===== src/sfcf_defines.vh =====
// constants shared by the serial flash command front end
`ifndef SFCF_DEFINES_VH
`define SFCF_DEFINES_VH

// ===========================================
// opcodes
`define SFCF_OP_QUAD_ENTER   8'h38
`define SFCF_OP_QUAD_EXIT    8'hff
`define SFCF_OP_RESET_ARM    8'h66
`define SFCF_OP_RESET_GO     8'h99
`define SFCF_OP_WR_PERMIT    8'h06
`define SFCF_OP_VOL_PERMIT   8'h50
`define SFCF_OP_WR_FORBID    8'h04
`define SFCF_OP_STAT_READ    8'h05
`define SFCF_OP_STAT3_READ   8'h95
`define SFCF_OP_STAT_WRITE   8'h01
`define SFCF_OP_STAT3_WRITE  8'hc0
`define SFCF_OP_PAGE_PROG    8'h02
`define SFCF_OP_QPAGE_PROG   8'h32
`define SFCF_OP_WIPE_4K      8'h20
`define SFCF_OP_WIPE_HALF    8'h52
`define SFCF_OP_WIPE_64K     8'hd8
`define SFCF_OP_WIPE_CHIP_A  8'hc7
`define SFCF_OP_WIPE_CHIP_B  8'h60
`define SFCF_OP_SLEEP        8'hb9
`define SFCF_OP_WAKE_ID      8'hab
`define SFCF_OP_MAKER_DEV    8'h90
`define SFCF_OP_IDENT        8'h9f
`define SFCF_OP_OTP_ENTER    8'h3a
`define SFCF_OP_PARAM_READ   8'h5a
`define SFCF_OP_READ         8'h03
`define SFCF_OP_FAST_READ    8'h0b
`define SFCF_OP_BURST_READ   8'h0c
`define SFCF_OP_DUAL_OUT     8'h3b
`define SFCF_OP_QUAD_OUT     8'h6b
`define SFCF_OP_DUAL_IO      8'hbb
`define SFCF_OP_QUAD_IO      8'heb

// ===========================================
// identification bytes (values arbitrary)
`define SFCF_ID_MAKER        8'ha5
`define SFCF_ID_MEMTYPE      8'h3c
`define SFCF_ID_CAPACITY     8'h18
`define SFCF_ID_DEVICE       8'h17

// ===========================================
// lane widths and output enables
`define SFCF_W1              2'h0
`define SFCF_W2              2'h1
`define SFCF_W4              2'h2
`define SFCF_OE_SINGLE       4'h2
`define SFCF_OE_DUAL         4'h3
`define SFCF_OE_QUAD         4'hf

// ===========================================
// framing counts
`define SFCF_ADDR_BYTES      2'h3
`define SFCF_DUMMY_SPI       4'h8
`define SFCF_DUMMY_DUAL_IO   4'h4
`define SFCF_DUMMY_QUAD_BYTE 4'h2
`define SFCF_DUMMY_BASE      4'h6
`define SFCF_PROG_MIN_BYTES  3'h4
`define SFCF_WIPE_BYTES      3'h3
`define SFCF_WAKE_BYTES      3'h3
`define SFCF_ID_LAST_IDX     2'h2
`define SFCF_WIPE_KIND_4K    2'h0
`define SFCF_WIPE_KIND_HALF  2'h1
`define SFCF_WIPE_KIND_64K   2'h2
`define SFCF_WIPE_KIND_CHIP  2'h3

`endif


===== src/sfcf_front_end.v =====
// command front end of a serial nor flash, sampled on ref_clk
// What this block does
// - msb first, sampled on sclk rise after select falls, opcode byte first
// - read-type data shifted out; output stops the moment select rises
// - write-type commands rejected unless bit count is a multiple of eight
// - page program ending mid byte programs nothing, write latch stays set
// - page program needs three address bytes plus at least one data byte
// - sector, half-block, block wipe need exactly three address bytes
// - array commands ignored while a write cycle is busy
// - 05h repeats status byte, 95h returns third status byte
// - 01h writes status, c0h writes third status, one data byte each
// - 06h permit, 50h volatile permit, 04h forbid; 50h directly before 01h
// - 02h serial data, 32h quad data high nibble first after address
// - 20h, 52h, d8h wipes with address; c7h or 60h chip wipe
// - b9h sleeps; abh plus three dummies wakes and repeats device id
// - 90h alternates maker/device by selector; 9fh returns three id bytes
// - 3ah enters otp; 5ah address plus dummy then streams parameter bytes
// - 03h no dummy; 0bh and 0ch eight dummy clocks in serial mode
// - dual/quad output eight dummies; dual io four, quad io six plus twice status3[5:4]
// - quad command mode refuses 03h 3bh bbh 6bh 32h; dummies from status3, 5ah two
// - after 38h every command uses four lanes until exit
// - ffh leaves quad command mode; no effect in serial mode
// - reset needs 66h then 99h in next frame; other commands disarm
// - soft reset clears status to zero and aborts program or wipe
// - program, wipe, c0h status write accepted only with write latch set; 01h also right after 50h
// - in deep sleep only the wake command is obeyed
// - soft reset does not wake from deep sleep
`include "sfcf_defines.vh"
`timescale 1ns/1ps
module sfcf_front_end (
  input  wire        ref_clk,
  input  wire        rst_n,
  input  wire        sclk,
  input  wire        cs_n,
  input  wire [3:0]  dqIn,
  output wire [3:0]  dqOut,
  output wire [3:0]  dqOe,
  input  wire        busyFlag,
  input  wire [7:0]  arrRdData,
  output reg  [23:0] arrAddr,
  output reg         paramSpace,
  output reg  [7:0]  progData,
  output reg         progStrobe,
  output reg         progGo,
  output reg         eraseGo,
  output reg  [1:0]  eraseKind,
  output reg         statusWrGo,
  output reg         status3WrGo,
  output reg  [7:0]  statusWrData,
  output reg         softReset,
  output reg         writeLatch,
  output reg  [5:0]  protBits,
  output reg  [7:0]  status3,
  output reg         deepSleep,
  output reg         quadCmdMode,
  output reg         otpMode
);
  // ===========================================
  // frame phases
  localparam [2:0] P_OPC   = 3'h0;
  localparam [2:0] P_ADDR  = 3'h1;
  localparam [2:0] P_DUMMY = 3'h2;
  localparam [2:0] P_DIN   = 3'h3;
  localparam [2:0] P_DOUT  = 3'h4;
  localparam [2:0] P_IGN   = 3'h5;

  // ===========================================
  // pin synchronisers and edges
  wire [5:0] pinSync;
  reg        sclkPrev;
  reg        csPrev;
  wire       sclkS = pinSync[5];
  wire       csS   = pinSync[4];
  wire [3:0] dqS   = pinSync[3:0];
  wire       csLow = ~csS;
  wire       rise  = sclkS & ~sclkPrev & csLow;
  wire       fall  = ~sclkS & sclkPrev & csLow;
  wire       csFall = ~csS & csPrev;
  wire       csRise = csS & ~csPrev;

  sfcf_sync #(.WIDTH(6), .RESET_VAL(6'h10)) u_sync (
    .ref_clk (ref_clk),
    .rst_n   (rst_n),
    .din     ({sclk, cs_n, dqIn}),
    .dout    (pinSync)
  );

  // ===========================================
  // frame state
  reg [2:0] phase;
  reg [7:0] opc;
  reg       cmdOk;
  reg [7:0] inByte;
  reg [2:0] bitsInByte;
  reg [2:0] byteCnt;
  reg [1:0] inWidth;
  reg [1:0] outWidth;
  reg [1:0] dinWidth;
  reg [1:0] addrLeft;
  reg [3:0] dummyLeft;
  reg       toOut;
  reg [7:0] dataByte;
  reg [1:0] outIdx;
  reg       armed;
  reg       volEn;
  wire      byteTaken;

  wire [3:0] lanesN  = (inWidth == `SFCF_W4) ? 4'h4 : (inWidth == `SFCF_W2) ? 4'h2 : 4'h1;
  wire [7:0] newByte = (inWidth == `SFCF_W4) ? {inByte[3:0], dqS} :
                       (inWidth == `SFCF_W2) ? {inByte[5:0], dqS[1:0]} : {inByte[6:0], dqS[0]};
  wire [3:0] bitSum  = {1'b0, bitsInByte} + lanesN;
  wire       byteDone = bitSum[3];
  wire       aligned  = (bitsInByte == 3'h0);
  wire [3:0] sr3Dummy = `SFCF_DUMMY_BASE + {1'b0, status3[5:4], 1'b0};

  // ===========================================
  // opcode decode
  reg       isRead;
  reg       isArray;
  reg       known;
  reg       decOk;
  reg [2:0] decPhase;
  reg       decToOut;
  reg [3:0] decDummy;
  reg [1:0] decAddrW;
  reg [1:0] decOutW;
  reg [1:0] decDinW;
  always @* begin
    isRead  = (newByte == `SFCF_OP_READ) || (newByte == `SFCF_OP_FAST_READ) || (newByte == `SFCF_OP_BURST_READ) ||
              (newByte == `SFCF_OP_DUAL_OUT) || (newByte == `SFCF_OP_QUAD_OUT) ||
              (newByte == `SFCF_OP_DUAL_IO) || (newByte == `SFCF_OP_QUAD_IO);
    isArray = isRead || (newByte == `SFCF_OP_PAGE_PROG) || (newByte == `SFCF_OP_QPAGE_PROG) ||
              (newByte == `SFCF_OP_WIPE_4K) || (newByte == `SFCF_OP_WIPE_HALF) || (newByte == `SFCF_OP_WIPE_64K) ||
              (newByte == `SFCF_OP_WIPE_CHIP_A) || (newByte == `SFCF_OP_WIPE_CHIP_B);
    known   = isArray || (newByte == `SFCF_OP_QUAD_ENTER) || (newByte == `SFCF_OP_QUAD_EXIT) ||
              (newByte == `SFCF_OP_RESET_ARM) || (newByte == `SFCF_OP_RESET_GO) || (newByte == `SFCF_OP_WR_PERMIT) ||
              (newByte == `SFCF_OP_VOL_PERMIT) || (newByte == `SFCF_OP_WR_FORBID) || (newByte == `SFCF_OP_STAT_READ) ||
              (newByte == `SFCF_OP_STAT3_READ) || (newByte == `SFCF_OP_STAT_WRITE) ||
              (newByte == `SFCF_OP_STAT3_WRITE) || (newByte == `SFCF_OP_SLEEP) || (newByte == `SFCF_OP_WAKE_ID) ||
              (newByte == `SFCF_OP_MAKER_DEV) || (newByte == `SFCF_OP_IDENT) || (newByte == `SFCF_OP_OTP_ENTER) ||
              (newByte == `SFCF_OP_PARAM_READ);
    // unknown, busy, asleep, refused in quad mode
    decOk   = known && !(isArray && busyFlag) && !(deepSleep && newByte != `SFCF_OP_WAKE_ID) &&
              !(quadCmdMode && ((newByte == `SFCF_OP_READ) || (newByte == `SFCF_OP_DUAL_OUT) ||
                (newByte == `SFCF_OP_DUAL_IO) || (newByte == `SFCF_OP_QUAD_OUT) || (newByte == `SFCF_OP_QPAGE_PROG)));
    decToOut = isRead || (newByte == `SFCF_OP_PARAM_READ) || (newByte == `SFCF_OP_WAKE_ID) ||
               (newByte == `SFCF_OP_MAKER_DEV);
    if ((newByte == `SFCF_OP_STAT_READ) || (newByte == `SFCF_OP_STAT3_READ) || (newByte == `SFCF_OP_IDENT)) begin
      decPhase = P_DOUT;
    end else if (decToOut || (newByte == `SFCF_OP_PAGE_PROG) || (newByte == `SFCF_OP_QPAGE_PROG) ||
                 (newByte == `SFCF_OP_WIPE_4K) || (newByte == `SFCF_OP_WIPE_HALF) || (newByte == `SFCF_OP_WIPE_64K)) begin
      decPhase = P_ADDR;
    end else begin
      decPhase = P_DIN;
    end
    case (newByte)
      `SFCF_OP_FAST_READ, `SFCF_OP_BURST_READ: decDummy = quadCmdMode ? sr3Dummy : `SFCF_DUMMY_SPI;
      `SFCF_OP_DUAL_OUT, `SFCF_OP_QUAD_OUT:    decDummy = `SFCF_DUMMY_SPI;
      `SFCF_OP_DUAL_IO:                        decDummy = `SFCF_DUMMY_DUAL_IO;
      `SFCF_OP_QUAD_IO:                        decDummy = sr3Dummy;
      `SFCF_OP_PARAM_READ:                     decDummy = quadCmdMode ? `SFCF_DUMMY_QUAD_BYTE : `SFCF_DUMMY_SPI;
      default:                                 decDummy = 4'h0;
    endcase
    // four lanes everywhere in quad command mode
    decAddrW = (quadCmdMode || newByte == `SFCF_OP_QUAD_IO) ? `SFCF_W4 :
               (newByte == `SFCF_OP_DUAL_IO) ? `SFCF_W2 : `SFCF_W1;
    decOutW  = (quadCmdMode || newByte == `SFCF_OP_QUAD_OUT || newByte == `SFCF_OP_QUAD_IO) ? `SFCF_W4 :
               (newByte == `SFCF_OP_DUAL_OUT || newByte == `SFCF_OP_DUAL_IO) ? `SFCF_W2 : `SFCF_W1;
    // quad page data on four lanes
    decDinW  = (quadCmdMode || newByte == `SFCF_OP_QPAGE_PROG) ? `SFCF_W4 : `SFCF_W1;
  end

  // ===========================================
  // output byte source
  reg [7:0] nextByte;
  always @* begin
    case (opc)
      `SFCF_OP_STAT_READ:  nextByte = {protBits, writeLatch, busyFlag};
      `SFCF_OP_STAT3_READ: nextByte = status3;
      `SFCF_OP_WAKE_ID:    nextByte = `SFCF_ID_DEVICE;
      // selector bit chooses which id leads
      `SFCF_OP_MAKER_DEV:  nextByte = (arrAddr[0] ^ outIdx[0]) ? `SFCF_ID_DEVICE : `SFCF_ID_MAKER;
      `SFCF_OP_IDENT:      nextByte = (outIdx == 2'h0) ? `SFCF_ID_MAKER :
                                      (outIdx == 2'h1) ? `SFCF_ID_MEMTYPE : `SFCF_ID_CAPACITY;
      default:             nextByte = arrRdData;
    endcase
  end

  // shifter is dropped as soon as select rises
  sfcf_out_shift u_shift (
    .ref_clk   (ref_clk),
    .rst_n     (rst_n),
    .active    (csLow && phase == P_DOUT),
    .fallEdge  (fall),
    .widthCode (outWidth),
    .nextByte  (nextByte),
    .dqOut     (dqOut),
    .dqOe      (dqOe),
    .byteTaken (byteTaken)
  );

  // ===========================================
  // sequencing and command execution
  always @(posedge ref_clk) begin
    progStrobe  <= 1'b0;
    progGo      <= 1'b0;
    eraseGo     <= 1'b0;
    statusWrGo  <= 1'b0;
    status3WrGo <= 1'b0;
    softReset   <= 1'b0;
    if (!rst_n) begin
      sclkPrev <= 1'b0;
      csPrev <= 1'b1;
      phase <= P_IGN;
      opc <= 8'h00;
      cmdOk <= 1'b0;
      inByte <= 8'h00;
      bitsInByte <= 3'h0;
      byteCnt <= 3'h0;
      inWidth <= `SFCF_W1;
      outWidth <= `SFCF_W1;
      dinWidth <= `SFCF_W1;
      addrLeft <= 2'h0;
      dummyLeft <= 4'h0;
      toOut <= 1'b0;
      dataByte <= 8'h00;
      outIdx <= 2'h0;
      armed <= 1'b0;
      volEn <= 1'b0;
      arrAddr <= 24'h000000;
      paramSpace <= 1'b0;
      progData <= 8'h00;
      eraseKind <= `SFCF_WIPE_KIND_4K;
      statusWrData <= 8'h00;
      writeLatch <= 1'b0;
      protBits <= 6'h00;
      status3 <= 8'h00;
      deepSleep <= 1'b0;
      quadCmdMode <= 1'b0;
      otpMode <= 1'b0;
    end else begin
      sclkPrev <= sclkS;
      csPrev <= csS;
      if (csFall) begin
        phase <= P_OPC;
        bitsInByte <= 3'h0;
        byteCnt <= 3'h0;
        outIdx <= 2'h0;
        cmdOk <= 1'b0;
        inWidth <= quadCmdMode ? `SFCF_W4 : `SFCF_W1;
      end else if (csRise) begin
        phase <= P_IGN;
        if (cmdOk) begin
          case (opc)
            `SFCF_OP_WR_PERMIT: if (aligned && byteCnt == 3'h0) writeLatch <= 1'b1;
            `SFCF_OP_VOL_PERMIT: if (aligned && byteCnt == 3'h0) volEn <= 1'b1;
            `SFCF_OP_WR_FORBID: begin
              if (aligned && byteCnt == 3'h0) begin
                writeLatch <= 1'b0;
                otpMode <= 1'b0;
              end
            end
            `SFCF_OP_STAT_WRITE: begin
              volEn <= 1'b0;
              if (aligned && byteCnt == 3'h1 && !busyFlag) begin
                if (volEn) begin
                  protBits <= dataByte[7:2];
                end else if (writeLatch) begin
                  protBits <= dataByte[7:2];
                  statusWrData <= dataByte;
                  statusWrGo <= 1'b1;
                  writeLatch <= 1'b0;
                end
              end
            end
            `SFCF_OP_STAT3_WRITE: begin
              if (aligned && byteCnt == 3'h1 && !busyFlag && writeLatch) begin
                status3 <= dataByte;
                statusWrData <= dataByte;
                status3WrGo <= 1'b1;
                writeLatch <= 1'b0;
              end
            end
            // program only on whole bytes with data
            `SFCF_OP_PAGE_PROG, `SFCF_OP_QPAGE_PROG: begin
              if (aligned && byteCnt >= `SFCF_PROG_MIN_BYTES && writeLatch) begin
                progGo <= 1'b1;
                writeLatch <= 1'b0;
              end
            end
            `SFCF_OP_WIPE_4K, `SFCF_OP_WIPE_HALF, `SFCF_OP_WIPE_64K: begin
              if (aligned && byteCnt == `SFCF_WIPE_BYTES && writeLatch) begin
                eraseGo <= 1'b1;
                writeLatch <= 1'b0;
                eraseKind <= (opc == `SFCF_OP_WIPE_4K) ? `SFCF_WIPE_KIND_4K :
                             (opc == `SFCF_OP_WIPE_HALF) ? `SFCF_WIPE_KIND_HALF : `SFCF_WIPE_KIND_64K;
              end
            end
            `SFCF_OP_WIPE_CHIP_A, `SFCF_OP_WIPE_CHIP_B: begin
              if (aligned && byteCnt == 3'h0 && writeLatch) begin
                eraseGo <= 1'b1;
                writeLatch <= 1'b0;
                eraseKind <= `SFCF_WIPE_KIND_CHIP;
              end
            end
            `SFCF_OP_SLEEP: if (aligned && byteCnt == 3'h0) deepSleep <= 1'b1;
            `SFCF_OP_WAKE_ID: if (byteCnt >= `SFCF_WAKE_BYTES) deepSleep <= 1'b0;
            // quad command mode entry and exit
            `SFCF_OP_QUAD_ENTER: if (aligned && byteCnt == 3'h0) quadCmdMode <= 1'b1;
            `SFCF_OP_QUAD_EXIT: if (aligned && byteCnt == 3'h0) quadCmdMode <= 1'b0;
            `SFCF_OP_OTP_ENTER: if (aligned && byteCnt == 3'h0) otpMode <= 1'b1;
            `SFCF_OP_RESET_ARM: if (aligned && byteCnt == 3'h0) armed <= 1'b1;
            `SFCF_OP_RESET_GO: begin
              armed <= 1'b0;
              if (armed && aligned && byteCnt == 3'h0) begin
                softReset <= 1'b1;
                protBits <= 6'h00;
                writeLatch <= 1'b0;
                volEn <= 1'b0;
                quadCmdMode <= 1'b0;
                otpMode <= 1'b0;
              end
            end
            default: ;
          endcase
        end
      end else if (rise && phase == P_DUMMY) begin
        dummyLeft <= dummyLeft - 4'h1;
        if (dummyLeft == 4'h1) phase <= P_DOUT;
      end else if (rise && (phase == P_OPC || phase == P_ADDR || phase == P_DIN)) begin
        inByte <= newByte;
        bitsInByte <= bitSum[2:0];
        if (byteDone && phase == P_OPC) begin
          opc <= newByte;
          cmdOk <= decOk;
          phase <= decOk ? decPhase : P_IGN;
          toOut <= decToOut;
          dummyLeft <= decDummy;
          inWidth <= (decPhase == P_DIN) ? decDinW : decAddrW;
          outWidth <= decOutW;
          dinWidth <= decDinW;
          addrLeft <= `SFCF_ADDR_BYTES;
          paramSpace <= (newByte == `SFCF_OP_PARAM_READ);
          if (newByte != `SFCF_OP_RESET_ARM && newByte != `SFCF_OP_RESET_GO) armed <= 1'b0;
          // volatile permit must directly precede status write
          if (newByte != `SFCF_OP_VOL_PERMIT && newByte != `SFCF_OP_STAT_WRITE) volEn <= 1'b0;
        end else if (byteDone) begin
          if (byteCnt != 3'h7) byteCnt <= byteCnt + 3'h1;
          if (phase == P_ADDR) begin
            arrAddr <= {arrAddr[15:0], newByte};
            addrLeft <= addrLeft - 2'h1;
            if (addrLeft == 2'h1) begin
              if (toOut) begin
                phase <= (dummyLeft == 4'h0) ? P_DOUT : P_DUMMY;
              end else begin
                phase <= P_DIN;
                inWidth <= dinWidth;
              end
            end
          end else begin
            dataByte <= newByte;
            // program data handed on per byte
            if (opc == `SFCF_OP_PAGE_PROG || opc == `SFCF_OP_QPAGE_PROG) begin
              progData <= newByte;
              progStrobe <= 1'b1;
            end
          end
        end
      end else if (byteTaken) begin
        // stream advances address per byte out
        // only the three-byte identity wraps early; the maker/device pair must keep alternating
        outIdx <= (opc == `SFCF_OP_IDENT && outIdx == `SFCF_ID_LAST_IDX) ? 2'h0 : outIdx + 2'h1;
        if (isReadOp(opc)) arrAddr <= arrAddr + 24'h000001;
      end
    end
  end

  function isReadOp;
    input [7:0] op;
    begin
      isReadOp = (op == `SFCF_OP_READ) || (op == `SFCF_OP_FAST_READ) || (op == `SFCF_OP_BURST_READ) ||
                 (op == `SFCF_OP_DUAL_OUT) || (op == `SFCF_OP_QUAD_OUT) || (op == `SFCF_OP_DUAL_IO) ||
                 (op == `SFCF_OP_QUAD_IO) || (op == `SFCF_OP_PARAM_READ);
    end
  endfunction
endmodule // sfcf_front_end


===== src/sfcf_out_shift.v =====
// output shifter: one, two or four lanes, msb first
`include "sfcf_defines.vh"
`timescale 1ns/1ps
module sfcf_out_shift (
  input  wire       ref_clk,
  input  wire       rst_n,
  input  wire       active,
  input  wire       fallEdge,
  input  wire [1:0] widthCode,
  input  wire [7:0] nextByte,
  output reg  [3:0] dqOut,
  output reg  [3:0] dqOe,
  output reg        byteTaken
);
  reg  [7:0] sh;
  reg  [2:0] left;
  wire [3:0] lanesN   = (widthCode == `SFCF_W4) ? 4'h4 : (widthCode == `SFCF_W2) ? 4'h2 : 4'h1;
  wire [7:0] src      = (left == 3'h0) ? nextByte : sh;
  wire [3:0] leftNext = ((left == 3'h0) ? 4'h8 : {1'b0, left}) - lanesN;

  always @(posedge ref_clk) begin
    byteTaken <= 1'b0;
    if (!rst_n || !active) begin
      // chip select high releases the lines at once, even mid byte
      dqOe  <= 4'h0;
      dqOut <= 4'h0;
      sh    <= 8'h00;
      left  <= 3'h0;
    end else begin
      dqOe <= (widthCode == `SFCF_W4) ? `SFCF_OE_QUAD : (widthCode == `SFCF_W2) ? `SFCF_OE_DUAL : `SFCF_OE_SINGLE;
      if (fallEdge) begin
        case (widthCode)
          `SFCF_W4: begin
            dqOut <= src[7:4];
            sh    <= {src[3:0], 4'h0};
          end
          `SFCF_W2: begin
            dqOut <= {2'b00, src[7:6]};
            sh    <= {src[5:0], 2'b00};
          end
          default: begin
            dqOut <= {2'b00, src[7], 1'b0};
            sh    <= {src[6:0], 1'b0};
          end
        endcase
        left      <= leftNext[2:0];
        byteTaken <= (left == 3'h0);
      end
    end
  end
endmodule // sfcf_out_shift


===== src/sfcf_sync.v =====
// two flip-flop synchroniser for pins from the host
`timescale 1ns/1ps
module sfcf_sync #(
  parameter WIDTH = 1,
  parameter [WIDTH-1:0] RESET_VAL = {WIDTH{1'b0}}
) (
  input  wire             ref_clk,
  input  wire             rst_n,
  input  wire [WIDTH-1:0] din,
  output reg  [WIDTH-1:0] dout
);
  // first stage feeds the second only
  reg [WIDTH-1:0] meta;

  always @(posedge ref_clk) begin
    if (!rst_n) begin
      meta <= RESET_VAL;
      dout <= RESET_VAL;
    end else begin
      meta <= din;
      dout <= meta;
    end
  end
endmodule // sfcf_sync


===== config.mk =====
export PLATFORM = sky130hd
export DESIGN_NAME = sfcf_front_end
export DESIGN_NICKNAME = d
export VERILOG_FILES = /design/src/sfcf_front_end.v /design/src/sfcf_out_shift.v /design/src/sfcf_sync.v
export VERILOG_INCLUDE_DIRS = /design/src
export SDC_FILE = /design/constraint.sdc
export NUM_CORES = 1
export LEC_CHECK = 0
export BUFFER_PORTS_ARGS = -buffer_cell sky130_fd_sc_hd__buf_4
export CAP_MARGIN = 20
export CELL_PAD_IN_SITES_DETAIL_PLACEMENT = 0
export CELL_PAD_IN_SITES_GLOBAL_PLACEMENT = 1
export CORE_MARGIN = 3
export CORE_UTILIZATION = 40
export DETAILED_ROUTE_END_ITERATION = 8
export HOLD_SLACK_MARGIN = 0.06
export PLACE_DENSITY_LB_ADDON = 0.1
export SYNTH_ARGS = -nofsm -noshare
export SYNTH_HDL_FRONTEND = slang
export SYNTH_SLANG_ARGS = --single-unit

===== constraint.sdc =====
create_clock -name ref_clk -period 3.4 [get_ports ref_clk]
set_clock_uncertainty 0.15 [all_clocks]
set_input_delay 0.68 -clock ref_clk [delete_from_list [all_inputs] [get_ports ref_clk]]
set_output_delay 0.68 -clock ref_clk [all_outputs]
set_load 0.01 [all_outputs]

## After elaboration in Yosys (flattened, before gate mapping)

Index checks and enable logic that the tools add are counted.
W data, S select, Z words.

| storage, ports and cells | value |
|---|---|
| flip-flop bits (word level) | 151 |
| bits of input ports | 17 |
| output and inout bits | 75 |
| word-level logic and storage cells | 468 |

| operators by class | value |
|---|---|
| add/subtract/negate cells | 8 |
| order comparisons | 2 |
| equal/unequal tests | 114 |
| mux-type cells | 113 |
| bitwise gates (word level) | 26 |
| reduce and logical (&&, ||, !) cells | 162 |

Operators by type and width:

| operator | count |
|---|---|
| $eq A8 B8 Y1 const B | 24 |
| $mux W24 | 6 |
| $eq A8 B7 Y1 const B | 12 |
| $eq A8 B6 Y1 const B | 10 |
| $mux W8 | 9 |
| $logic_or A1 B1 Y1 | 60 |
| $mux W2 | 25 |
| $eq A8 B3 Y1 const B | 6 |
| $mux W3 | 16 |
| $ne A2 B2 Y1 const B | 21 |
| $pmux W8 S5 | 1 |
| $reduce_and A7 Y1 | 5 |
| $eq A8 B2 Y1 const B | 4 |
| $eq A8 B4 Y1 const B | 4 |
| $mux W1 | 32 |
| $pmux W8 S2 | 2 |
| $reduce_and A8 Y1 | 4 |
| $mux W6 | 5 |
| $reduce_bool A2 Y1 | 15 |
| $add A24 B1 Y24 const B | 1 |
| $logic_and A1 B1 Y1 | 24 |
| $mux W4 | 6 |
| $reduce_and A6 Y1 | 4 |
| $reduce_bool A3 Y1 | 8 |
| other kinds (53) | 121 |

## Logic depth before layout (Yosys ltp)

Gate-level depths: netlist of run 1.

| depth | value |
|---|---|
| word-level depth | 43 |
| mapped depth | 15 |
| mapped depth without buffers | 12 |

## Modules after synthesis

From an unflattened synthesis of run 1, not the netlist that was laid out.

| second synthesis, totals | value |
|---|---|
| cells, all modules | 1070 |
| area, all modules | 8384.3 um^2 |

By module, submodules not included:

| module | times used | cells each | area each (um^2) | seq. area each (um^2) |
|---|---|---|---|---|
| sfcf_front_end | 1 | 943 | 7129.3 | 2362.3 |
| sfcf_out_shift | 1 | 102 | 920.9 | 360.3 |
| sfcf_sync | 1 | 25 | 334.1 | 240.2 |

## Worst setup path after synthesis of run 1

No wires, ideal clock.

| timing | value |
|---|---|
| path kind | register -> register |
| start | register inWidth[0] |
| end | register phase[0] |
| setup time | 0.137 ns |
| arrival time | 2.608 ns |
| required time | 3.113 ns |
| setup slack | 0.505 ns |
| cell stages (with the launch flop) | 13 |
| buffers on the path | 3 |
| clock period less this slack | 2.895 ns |
| cells stage by stage | dfxtp_1 > inv_1 > ha_1 > buf_2 > buf_2 > o21ai_0 > clkbuf_1 > xnor2_1 > o21ai_0 > nor3_1 > a21oi_1 > o41ai_1 > nand3_1 |

| on the way | value |
|---|---|
| longest elaborated chain between the ends | 43 |
| elaborated cells on any way between the ends | 96 |
| those cells by class | add/sub (1); eq/ne (34); mux (11); reduce/logical (50) |

Ends and longest elaborated chain:

| what | RTL line | text |
|---|---|---|
| start, declared | sfcf_front_end.v:96 | `reg [1:0] inWidth;` |
| start signal, assigned | sfcf_front_end.v:220 | `` inWidth <= `SFCF_W1; `` |
| start signal, assigned | sfcf_front_end.v:250 | `` inWidth <= quadCmdMode ? `SFCF_W4 : `SFCF_W1; `` |
| start signal, assigned | sfcf_front_end.v:339 | `inWidth <= (decPhase == P_DIN) ? decDinW : decAddrW;` |
| $eq A2 B1 Y1 (no line) | n/a |  |
| $mux W8 | sfcf_front_end.v:110 | `` (inWidth == `SFCF_W2) ? {inByte[5:0], dqS[1:0]} : {inByte[6:0], dqS[0]}; `` |
| $mux W8 | sfcf_front_end.v:109 | `` wire [7:0] newByte = (inWidth == `SFCF_W4) ? {inByte[3:0], dqS} : `` |
| $eq A8 B2 Y1 (no line) / $eq A8 B4 Y1 (equally long branches) | n/a |  |
| $logic_or A1 B1 Y1 (6 in series) | sfcf_front_end.v:129 | `` isRead = (newByte == `SFCF_OP_READ) \|\| (newByte == `SFCF_OP_FAST_READ) \|\| (newByte == `SFCF_OP_BURST_READ) \|\| `` |
| $logic_or A1 B1 Y1 (7 in series) | sfcf_front_end.v:132 | `` isArray = isRead \|\| (newByte == `SFCF_OP_PAGE_PROG) \|\| (newByte == `SFCF_OP_QPAGE_PROG) \|\| `` |
| $logic_or A1 B1 Y1 (17 in series) | sfcf_front_end.v:135 | `` known = isArray \|\| (newByte == `SFCF_OP_QUAD_ENTER) \|\| (newByte == `SFCF_OP_QUAD_EXIT) \|\| `` |
| $logic_and A1 B1 Y1 (3 in series) | sfcf_front_end.v:143 | `` decOk = known && !(isArray && busyFlag) && !(deepSleep && newByte != `SFCF_OP_WAKE_ID) && `` |
| $mux W3 | sfcf_front_end.v:336 | `phase <= decOk ? decPhase : P_IGN;` |
| $mux W3 | sfcf_front_end.v:333 | `if (byteDone && phase == P_OPC) begin` |
| $mux W3 | sfcf_front_end.v:330 | `end else if (rise && (phase == P_OPC \|\| phase == P_ADDR \|\| phase == P_DIN)) begin` |
| $mux W3 | sfcf_front_end.v:327 | `end else if (rise && phase == P_DUMMY) begin` |
| $mux W3 | sfcf_front_end.v:251 | `end else if (csRise) begin` |
| $mux W3 | sfcf_front_end.v:244 | `if (csFall) begin` |
| end signal, assigned | sfcf_front_end.v:336 |  |
| end signal, assigned | sfcf_front_end.v:354 | `phase <= (dummyLeft == 4'h0) ? P_DOUT : P_DUMMY;` |
| end, declared | sfcf_front_end.v:90 | `reg [2:0] phase;` |

Parallel ways exist; a longest one is shown, timed or not. The select of a mux whose other input is x is not followed.
A chain may end at the register's enable or synchronous reset.

## Worst setup path in the final report of run 1

| timing | value |
|---|---|
| start | register inWidth[1] |
| end | register phase[2] |

The elaborated chain is that of the path after synthesis.

==> metrics.cfg, run 1 <==
[run_status]
status = finished, final reports clean

[cells_and_area]
fillers = 2062
syn_to_final_growth_pct = 21.3
final_area_um2 = 10200
fin_nets = 1196
fin_cells = 1437
diodes = 0
drive_gt1_frac = 0.165

[detailed_routing]
dr.pass1.iters = 6
wirelength_mm = 26.6
wl_per_cell_um = 18.5
via_per_inst = 5.62
ant_nets = 0
initialDrtViolationCount = 453
route.detailed.drc = 0
vias = 8077

[critical_path]
critical-path-slowest-cell = nor4_1
critPathCapture = phase[2]$_SDFFE_PN1P_
reg2reg_from = inWidth[1]$_SDFFE_PN0P_
cp.required_ns = 3.60
endpoint_kind = register
r2r_end = phase[2]$_SDFFE_PN1P_
r2r_cells = 11
worstSetupPathType = register to register
cp_cell_sequence = inv_1, ha_1, mux2_2, mux2i_1, buf_4, nor2_1, a221oi_1, a21oi_1, nor4_1, a31oi_1, o211ai_1
cp_max_fo = 5
regToRegSetupSlack_ns = 0.18
cp_data_arrival_time_ns = 3.42
crit_path_max_incr_delay_ns = 0.57
crit_family = compound AO/OA/AOI/OAI gates
path_depth = 11
startpoint = inWidth[1]$_SDFFE_PN0P_
start_kind = register
path_buf_inv = 2

[floorplanning]
row_count = 52
pin_count = 92
die_area_um2 = 22700
start_util = 0.411
die_w_um = 151
core-area_um2 = 20400
die_height_um = 151

[clock_tree]
cts_made_buffers = 17
cts_root_buf = clkbuf_16
cts_tree = built
clk_pin_slew_ns = 0.06
clkLatencyLatePin_ns = 0.44
cts_setup_buffers = 0
cts_buffer_depth = 2
cts_max_level = 4
cts.sinks = 148

[grt]
grt_overflow_total = 0
grt_pass1_vias = 7804
antenna_found_initial = 0
grt_usage = 0.237
grt_max_degree = 101
grt_pass1_wl_mm = 42.7

[sta]
slew_violations = 0
tightest_slew_ns = 0.917
setup_viol = 0
post-route-min-period_ns = 3.22
final_hold_viol_count = 0
fmax_mhz = 311
period_share = 0.947
rsz0062_at_grt = false
finalSetupTns_ns = 0
slew-limit-headroom = 0.385

[yosys]
synth_top_area_cell = dfxtp_1
yosysTopAreaCellShare = 0.353
syn_area_um2 = 8390
synth_most_common_cell = dfxtp_1
avgSynthCellArea_um2 = 7.88
synth_top_flop_cell = dfxtp_1
synth_commonest_cells = 148 x dfxtp_1, 119 x nand2_1, 95 x nor2_1
yosys.cell_types.count = 74
async_flop_share = 0
synth_edf_count = 0
syn_nets = 1105
yosysSeqAreaShare = 0.353
synth_warnings = 0
synth_area_leaders = dfxtp_1 35%, nand2_1 5.3%, mux2i_1 4.9%, nor2_1 4.3%, o21ai_0 3.8%
synth_cells = 1064
ys_seq_elements = 148

[power_and_ir_drop]
power_frac_comb = 0.029
power.switching_uw = 884
ir_drop_mv = 0.314
cellInternalPower_uw = 3030
power_density_nw_per_um2 = 385
cellLeakagePower_uw = 0.00381
p_sw_frac = 0.226
power_frac_clock = 0.523
p_seq_frac = 0.448

[placed_design]
placement.cell_area_um2 = 9520
hpwl_mm = 19.6
port_buffers = 91
place.gp.congestion = 0.901
dp.cells = 1406

[hold_path]
hp-class = register to register

[job]
maxCapViolations = 0

## sequential cells by signal (all words and copies together) (netlist names), 4 cells and up
signal,count
arrAddr,24
dataByte,8
dummyLeft,4
inByte,7
opc,8
progData,8
protBits,6
status3,8
statusWrData,8
u_shift.dqOut,4
u_shift.sh,7
u_sync.dout,6
u_sync.meta,6
## worst reg2reg max path, cell delays in order (launching register included)
cell      delay [ns]
dfxtp_1         0.32
inv_1           0.07
ha_1            0.27
mux2_2          0.38
mux2i_1         0.34
buf_4           0.21
nor2_1          0.07
a221oi_1        0.26
a21oi_1         0.08
nor4_1          0.58
a31oi_1         0.19
o211ai_1        0.23
## per-layer routing
layer / GRT usage / routed length [µm] / up-vias
met5: 0 / 0 / -
li1: - / - / 3996
met4: 0.0657 / 372 / 0
met2: 0.390 / 12700 / 170
met3: 0.0422 / 1250 / 30
met1: 0.321 / 12300 / 3881
## layout make-up
cell class,count,area [µm²],area share
clock buffers,18,429,0.0422
multi-input cells,815,5050,0.497
inverters,34,128,0.0125
repair buffers,139,1070,0.105
clock inverters,13,195,0.0192
flip-flops and latches,148,2960,0.291
well taps,270,338,0.0332
## stage by stage
stage	utilization	total power (µW)	worst slack (ns)	hold WS, ns
2_1_floorplan	-	1860	0.505	0.236
6_report	0.498	3910	0.181	0.269
5_1_grt	0.498	4040	0.0109	0.284
4_1_cts	0.497	3950	0.0672	0.274
3_3_place_gp	0.466	1910	0.0650	0.258
3_5_place_dp	0.466	1910	0.104	0.255
## repair_timing
action / in CTS / in global routing
hold buffers: 0 / 0
setup endpoints to repair: 0 / 8
resized for setup: 0 / 5
## cell usage in the layout (no fill, tap or decap), types with 6 or more instances in the layout
cell,n
a21oi_1,59
buf_4,137
nor3_1,36
nor4b_1,6
mux2i_1,41
nand4_1,10
o21ai_1,17
nor4_1,8
a31oi_1,15
or3_1,8
clkbuf_16,17
inv_1,34
nor2b_1,51
a21boi_0,17
a22oi_1,16
nand3_1,34
nor2_1,95
ha_1,22
o21ai_0,62
o22ai_1,10
and2_1,35
a211oi_1,7
and3_1,18
dfxtp_1,148
nand2_1,119
nand2b_1,15
## cell families after synthesis
| kind of cell | count (synthesis) | share of synthesized area |
|---|---|---|
| and+or+nand+nor | 466 | 0.287 |
| AOI/OAI and AO/OA | 274 | 0.214 |
| DFF | 148 | 0.353 |
| xor gates and xnor gates | 8 | 0.00835 |
| buffers and inverters | 101 | 0.0479 |
| muxes | 43 | 0.0516 |
| adders and majority gates | 24 | 0.0376 |
## worst min path at each step
stage	from	endpoint	slack (ns)	cells past startpoint
final	u_sync.meta[4]$_SDFF_PN1_	u_sync.dout[4]$_SDFF_PN1_	0.27	1
after global placement	u_sync.meta[4]$_SDFF_PN1_	u_sync.dout[4]$_SDFF_PN1_	0.26	1
after floorplan	u_sync.meta[4]$_SDFF_PN1_	u_sync.dout[4]$_SDFF_PN1_	0.24	1
after global routing	cs_n	u_sync.meta[4]$_SDFF_PN1_	0.28	2
after CTS	cs_n	u_sync.meta[4]$_SDFF_PN1_	0.27	2
after detailed placement	u_sync.meta[4]$_SDFF_PN1_	u_sync.dout[4]$_SDFF_PN1_	0.25	1
## power by group through the flow
stage | clock network [µW] | logic [µW] | registers, µW
final | 2050 | 113 | 1750
after global routing | 2160 | 124 | 1760
after CTS | 2080 | 113 | 1750
after detailed placement | 0 | 113 | 1790
after global placement | 0 | 113 | 1790
after floorplan | 0 | 70.7 | 1790
Note: power is estimated with default switching activity, not from simulation.
==> inputs of run 2 (changes only) <==
ABC_AREA = 1   (was not set)
==> metrics.cfg, run 2 <==
[cells_and_area]
regMostFlops = arrAddr  ; unchanged
regArea_um2 = 2960  ; unchanged
drive_gt1_frac = 0.142  ; was 0.165
final_common_cell = nand2_1  ; was dfxtp_1
multi_input_area_um2 = 4580  ; was 5050 µm²
largest_reg_flops = 24  ; unchanged
syn_to_final_growth_pct = 18.9  ; was 21.3%
diodes = 0  ; unchanged
layout_common_cells = 271 x nand2_1, 148 x inv_1, 148 x dfxtp_1, 143 x nor2_1, 113 x o21ai_0  ; was 148 x dfxtp_1, 137 x buf_4, 119 x nand2_1, 95 x nor2_1, 62 x o21ai_0
fillers = 2164  ; was 2,062
fin_nets = 1369  ; was 1,196

[yosys]
syn_area_um2 = 8320  ; was 8390 µm²
yosysSeqAreaShare = 0.356  ; was 0.353
synth-simple-area-share = 0.285  ; was 0.287
async_flop_share = 0  ; unchanged
synth_cells = 1235  ; was 1,064
synth-xor-area-share = 0.0200  ; was 0.00835
ys_seq_elements = 148  ; unchanged
synth_warnings = 0  ; unchanged
synth_area_leaders = dfxtp_1 36%, nand2_1 12%, o21ai_0 6.8%, inv_1 6.7%, nor2_1 6.5%  ; was dfxtp_1 35%, nand2_1 5.3%, mux2i_1 4.9%, nor2_1 4.3%, o21ai_0 3.8%
synthMuxAreaShare = 0  ; was 0.0516
yosysTopAreaCellShare = 0.356  ; was 0.353
synth_commonest_cells = 271 x nand2_1, 148 x dfxtp_1, 148 x inv_1  ; was 148 x dfxtp_1, 119 x nand2_1, 95 x nor2_1
synth_top_flop_cell = dfxtp_1  ; unchanged
avgSynthCellArea_um2 = 6.74  ; was 7.88 µm²
synth_adder_area_share = 0.0379  ; was 0.0376
synth_most_common_cell = nand2_1  ; was dfxtp_1
synth_top_area_cell = dfxtp_1  ; unchanged
synth-compound-area-share = 0.207  ; was 0.214
synth_edf_count = 0  ; unchanged
syn_nets = 1276  ; was 1,105
synth_top_family_by_area = simple AND/OR/NAND/NOR gates  ; unchanged
yosys.cell_types.count = 56  ; was 74

[hold_path]
hp-class = register to register  ; unchanged
hold_start = u_sync.meta[1]$_SDFF_PN0_  ; was u_sync.meta[4]$_SDFF_PN1_

[grt]
grt_usage = 0.236  ; was 0.237
grt_pass1_wl_mm = 41.9  ; was 42.7 mm
grt_pass1_vias = 7692  ; was 7,804
grt_overflow_total = 0  ; unchanged
antenna_found_initial = 1  ; was 0
grt_max_degree = 76  ; was 101

[critical_path]
start_kind = register  ; unchanged
endpoint_kind = register  ; unchanged
startpoint = inWidth[0]$_SDFFE_PN0P_  ; was inWidth[1]$_SDFFE_PN0P_
worstSetupPathType = register to register  ; unchanged
cp_max_fo = 11  ; was 5
cp.required_ns = 3.61  ; was 3.60 ns
reg2reg_from = inWidth[0]$_SDFFE_PN0P_  ; was inWidth[1]$_SDFFE_PN0P_
cp_data_arrival_time_ns = 3.29  ; was 3.42 ns

[placed_design]
hpwl_mm = 20.2  ; was 19.6 mm
place.gp.congestion = 0.919  ; was 0.901
port_buffers = 91  ; unchanged

[detailed_routing]
initialDrtViolationCount = 541  ; was 453
wirelength_mm = 26.5  ; was 26.6 mm
dr.pass1.iters = 5  ; was 6
vias = 8290  ; was 8,077
via_per_inst = 5.15  ; was 5.62
wl_per_cell_um = 16.5  ; was 18.5 µm
route.detailed.drc = 0  ; unchanged
ant_nets = 0  ; unchanged

[sta]
slew_violations = 0  ; unchanged
rsz0062_at_grt = false  ; unchanged
finalSetupTns_ns = 0  ; unchanged
period_share = 0.908  ; was 0.947
final_hold_viol_count = 0  ; unchanged
post-route-min-period_ns = 3.09  ; was 3.22 ns
setup_viol = 0  ; unchanged
slew-limit-headroom = 0.515  ; was 0.385
fmax_mhz = 324  ; was 311 MHz
tightest_slew_ns = 0.728  ; was 0.917 ns

[clock_tree]
cts_tree = built  ; unchanged
cts_made_buffers = 17  ; unchanged
clk_pin_slew_ns = 0.07  ; was 0.06 ns
cts_buffer_depth = 2  ; unchanged
cts_max_level = 4  ; unchanged
clkLatencyLatePin_ns = 0.43  ; was 0.44 ns
cts.sinks = 148  ; unchanged
cts_root_buf = clkbuf_16  ; unchanged
postCtsHoldBufs = 0  ; unchanged

[job]
maxCapViolations = 0  ; unchanged

[power_and_ir_drop]
power_uw = 3820  ; was 3910 µW
power_density_nw_per_um2 = 386  ; was 385 nW/µm²
p_sw_frac = 0.258  ; was 0.226
power_frac_comb = 0.042  ; was 0.029
cellLeakagePower_uw = 0.00433  ; was 0.00381 µW
power_frac_clock = 0.500  ; was 0.523
cellInternalPower_uw = 2830  ; was 3030 µW
p_seq_frac = 0.458  ; was 0.448
power.switching_uw = 988  ; was 884 µW
ir_drop_mv = 0.293  ; was 0.314 mV

[floorplanning]
pin_count = 92  ; unchanged
core-area_um2 = 20400  ; about the same
die_area_um2 = 22600  ; was 22,700 µm²
start_util = 0.409  ; was 0.411
row_count = 52  ; unchanged
die_w_um = 150  ; was 151 µm
die_height_um = 150  ; was 151 µm

[run_status]
status = finished, final reports clean  ; unchanged

## run 2: cell count changes after synthesis, sizes merged, moves of 41 or more
cell / delta
nand2: +158
inv: +127
mux2i: -41
nor2: +61
a21oi: +45
nor2b: -51
## run 2: layout make-up
class	count	area share
sequential	148	0.300
inverter	164	0.0626
multi-input combinational	889	0.463
clock buffer	17	0.0430
timing repair buffer	108	0.0820
tap	270	0.0342
clock inverter	15	0.0161
## run 2: power by group through the flow
stage,Combinational [µW],Sequential [µW],Clock [µW]
6_report,161,1750,1910
5_1_grt,179,1750,2020
3_3_place_gp,161,1790,0
2_1_floorplan,103,1790,0
4_1_cts,160,1750,1950
3_5_place_dp,159,1790,0
## run 2: what timing repair did
action	in CTS	in global routing
resized for setup	0	1
buffers inserted	0	0
setup endpoints to repair	0	1
## run 2: routing by layer
layer,vias up,track usage,share of wire
li1,4266,-,-
met1,3806,0.335,0.49
met2,203,0.383,0.46
met3,15,0.0373,0.042
met4,0,0.0453,0.010
met5,-,0,0
## run 2: path summary, 6_finish.rpt
check             slack (ns)                        end  cells after the start
setup / recovery        0.31   progData[4]$_SDFFE_PN0P_                     13
hold reg to reg         0.26  u_sync.dout[1]$_SDFF_PN0_                      2
setup reg to reg        0.31   progData[4]$_SDFFE_PN0P_                     13
hold / removal          0.26  u_sync.dout[1]$_SDFF_PN0_                      2
## run 2: critical path, stage by stage (launching register included)
cell,delay [ns]
dfxtp_1,0.36
inv_1,0.06
ha_1,0.22
ha_1,0.33
a21o_1,0.18
a31oi_2,0.30
inv_1,0.11
nand2_1,0.27
nand2_2,0.19
nor2_8,0.19
inv_2,0.12
nor2_4,0.25
o21ai_0,0.13
a21oi_1,0.14
## run 2: cells by family (layout without fill, tap and decap cells)
logic type | Yosys count | in the layout
flip-flops | 148 | 148
adder cells (fa/ha/maj) | 24 | 24
buffers and inverters | 198 | 304
XOR/XNOR | 19 | 19
AO/OA/AOI/OAI | 296 | 296
AND/OR/NAND/NOR | 550 | 550
## run 2: per-stage QoR
stage	instances	setup slack, ns	cell area (µm²)	hold WS (ns)	utilization
after global routing	1611	0.0445	9890	0.272	0.486
after global placement	1579	0.424	9310	0.242	0.457
after floorplan	1235	0.759	8320	0.240	-
after detailed placement	1579	0.318	9310	0.247	0.457
after CTS	1611	0.296	9890	0.263	0.486
final	1611	0.312	9890	0.262	0.486
==> inputs of run 3 (changes only) <==
ABC_AREA = not set   (was 1)
CORE_UTILIZATION = 44   (was 40)
==> metrics.cfg, run 3 (synthesis gave the netlist of run 1 again) <==
[power_and_ir_drop]
power_uw = 3830  ; was 3820 µW
ir_drop_mv = 0.348  ; was 0.293 mV
cellLeakagePower_uw = 0.00383  ; was 0.00433 µW
power_density_nw_per_um2 = 377  ; was 386 nW/µm²

[run_status]
status = finished, final reports clean  ; unchanged

[cells_and_area]
fin_nets = 1203  ; was 1,369
layout_common_cells = 148 x dfxtp_1, 142 x buf_4, 119 x nand2_1, 95 x nor2_1, 62 x o21ai_0  ; was 271 x nand2_1, 148 x inv_1, 148 x dfxtp_1, 143 x nor2_1, 113 x o21ai_0
drive_gt1_frac = 0.170  ; was 0.142
multi_input_area_um2 = 5040  ; was 4580 µm²
diodes = 0  ; unchanged
fillers = 1759  ; was 2,164
syn_to_final_growth_pct = 21.1  ; was 18.9%
final_common_cell = dfxtp_1  ; was nand2_1
regMostFlops = arrAddr  ; unchanged
largest_reg_flops = 24  ; unchanged
regArea_um2 = 2960  ; unchanged

[detailed_routing]
ant_nets = 0  ; unchanged
via_per_inst = 5.82  ; was 5.15
wirelength_mm = 26.0  ; was 26.5 mm
route.detailed.drc = 0  ; unchanged
dr.pass1.iters = 5  ; unchanged
wl_per_cell_um = 18.5  ; was 16.5 µm
initialDrtViolationCount = 607  ; was 541
vias = 8174  ; was 8,290

[critical_path]
cp_max_fo = 9  ; was 11
startpoint = inWidth[1]$_SDFFE_PN0P_  ; was inWidth[0]$_SDFFE_PN0P_
r2r_cells = 11  ; was 13
start_kind = register  ; unchanged
endpoint_kind = register  ; unchanged
cp_data_arrival_time_ns = 3.42  ; was 3.29 ns
r2r_end = phase[1]$_SDFFE_PP0P_  ; was progData[4]$_SDFFE_PN0P_
worstSetupPathType = register to register  ; unchanged
cp.required_ns = 3.59  ; was 3.61 ns
reg2reg_from = inWidth[1]$_SDFFE_PN0P_  ; was inWidth[0]$_SDFFE_PN0P_
regToRegSetupSlack_ns = 0.17  ; was 0.31 ns

[grt]
grt_usage = 0.253  ; was 0.236
antenna_found_initial = 0  ; was 1
grt_overflow_total = 0  ; unchanged
grt_pass1_wl_mm = 41.7  ; was 41.9 mm
grt_max_degree = 93  ; was 76
grt_pass1_vias = 7625  ; was 7,692

[floorplanning]
die_height_um = 144  ; was 150 µm
core-area_um2 = 18300  ; was 20,400 µm²
die_w_um = 144  ; was 150 µm
pin_count = 92  ; unchanged
start_util = 0.458  ; was 0.409
die_area_um2 = 20800  ; was 22,600 µm²
row_count = 49  ; was 52

[clock_tree]
clk_pin_slew_ns = 0.06  ; was 0.07 ns
clkLatencyLatePin_ns = 0.44  ; was 0.43 ns
cts_max_level = 4  ; unchanged
cts_buffer_depth = 2  ; unchanged
cts_made_buffers = 17  ; unchanged
cts_root_buf = clkbuf_16  ; unchanged
cts.sinks = 148  ; unchanged
cts_tree = built  ; unchanged
postCtsHoldBufs = 0  ; unchanged

[placed_design]
place.gp.congestion = 0.907  ; was 0.919
port_buffers = 91  ; unchanged
hpwl_mm = 19.0  ; was 20.2 mm

[sta]
post-route-min-period_ns = 3.23  ; was 3.09 ns
finalSetupTns_ns = 0  ; unchanged
setup_viol = 0  ; unchanged
final_hold_viol_count = 0  ; unchanged
fmax_mhz = 309  ; was 324 MHz
slew-limit-headroom = 0.410  ; was 0.515
tightest_slew_ns = 0.879  ; was 0.728 ns
rsz0062_at_grt = false  ; unchanged
slew_violations = 0  ; unchanged
period_share = 0.951  ; was 0.908

[hold_path]
hold_depth = 1  ; was 2
hp-class = register to register  ; unchanged
hold_start = u_sync.meta[4]$_SDFF_PN1_  ; was u_sync.meta[1]$_SDFF_PN0_
hold_end = u_sync.dout[4]$_SDFF_PN1_  ; was u_sync.dout[1]$_SDFF_PN0_

[job]
maxCapViolations = 0  ; unchanged

==> run 3: cell types whose count changed in the layout (fill, tap and decap cells not counted), moves of 16 or more <==
cell      before  now
a21boi_0       0   18
a21oi_1      104   59
a22oi_1        0   16
and2_1         0   35
and3_1         2   18
buf_4        108  142
inv_1        148   34
mux2i_1        0   40
nand2_1      271  119
nand3_1       64   34
nor2_1       143   95
nor2b_1        0   51
o21ai_0      113   62
==> run 3: worst max-delay path, cell delays in order, from the launching register on <==
cell and delay, ns:
dfxtp_1 0.33, inv_1 0.08, ha_1 0.32, mux2_2 0.40, mux2_2 0.37, nor4_1 0.51
a221oi_1 0.18, a21oi_1 0.17, nor4_1 0.08, buf_4 0.16, o21ai_0 0.16, nor4b_1 0.22
==> run 3: stage by stage <==
stage / instances / worst slack (ns) / hold WS, ns / util / area, µm²
6_report: 1404 / 0.167 / 0.276 / 0.554 / 10200
5_1_grt: 1404 / 0.0246 / 0.274 / 0.554 / 10200
4_1_cts: 1403 / 0.0302 / 0.272 / 0.552 / 10100
3_5_place_dp: 1371 / 0.0976 / 0.243 / 0.520 / 9530
2_1_floorplan: 1064 / 0.505 / 0.236 / - / 8390
3_3_place_gp: 1371 / 0.202 / 0.249 / 0.520 / 9530
==> run 3: worst max-delay path by stage <==
stage                                     to  slack [ns]  cells after the start
floorplan              phase[0]$_SDFFE_PN1P_        0.51                     12
global placement     arrAddr[3]$_SDFFE_PN0P_        0.20                     11
detailed placement   arrAddr[5]$_SDFFE_PN0P_         0.1                     11
CTS                 arrAddr[20]$_SDFFE_PN0P_        0.03                     11
global route           phase[0]$_SDFFE_PN1P_        0.02                     12
finish                 phase[1]$_SDFFE_PP0P_        0.17                     11
==> run 3: what timing repair did <==
action / in CTS / in global routing
gates resized for setup: 0 / 3
setup buffers: 0 / 0
setup endpoints to repair: 0 / 3
==> run 3: cell type report <==
type                    count  share of cell area
well taps                 229              0.0282
repair buffers            146               0.112
inverters                  34              0.0126
clock inverters            11              0.0148
flip-flops and latches    148               0.292
multi-input cells         815               0.496
clock buffers              21              0.0444
==> run 3: layer usage <==
| layer | share of wire | vias up | GRT usage |
|---|---|---|---|
| met1 | 0.46 | 3859 | 0.347 |
| met4 | 0.016 | 0 | 0.0684 |
| met5 | 0 | - | 0 |
| met3 | 0.053 | 35 | 0.0413 |
| met2 | 0.47 | 267 | 0.414 |
| li1 | - | 4013 | - |
==> run 3: report_power, final <==
part / leakage, µW / switching, µW / internal (µW) / total (µW)
sequential: 0.00119 / 8.32 / 1740 / 1750
combinational: 0.00235 / 67.1 / 52.0 / 119
clock: 0.000288 / 776 / 1180 / 1950
total: 0.00383 / 851 / 2970 / 3830
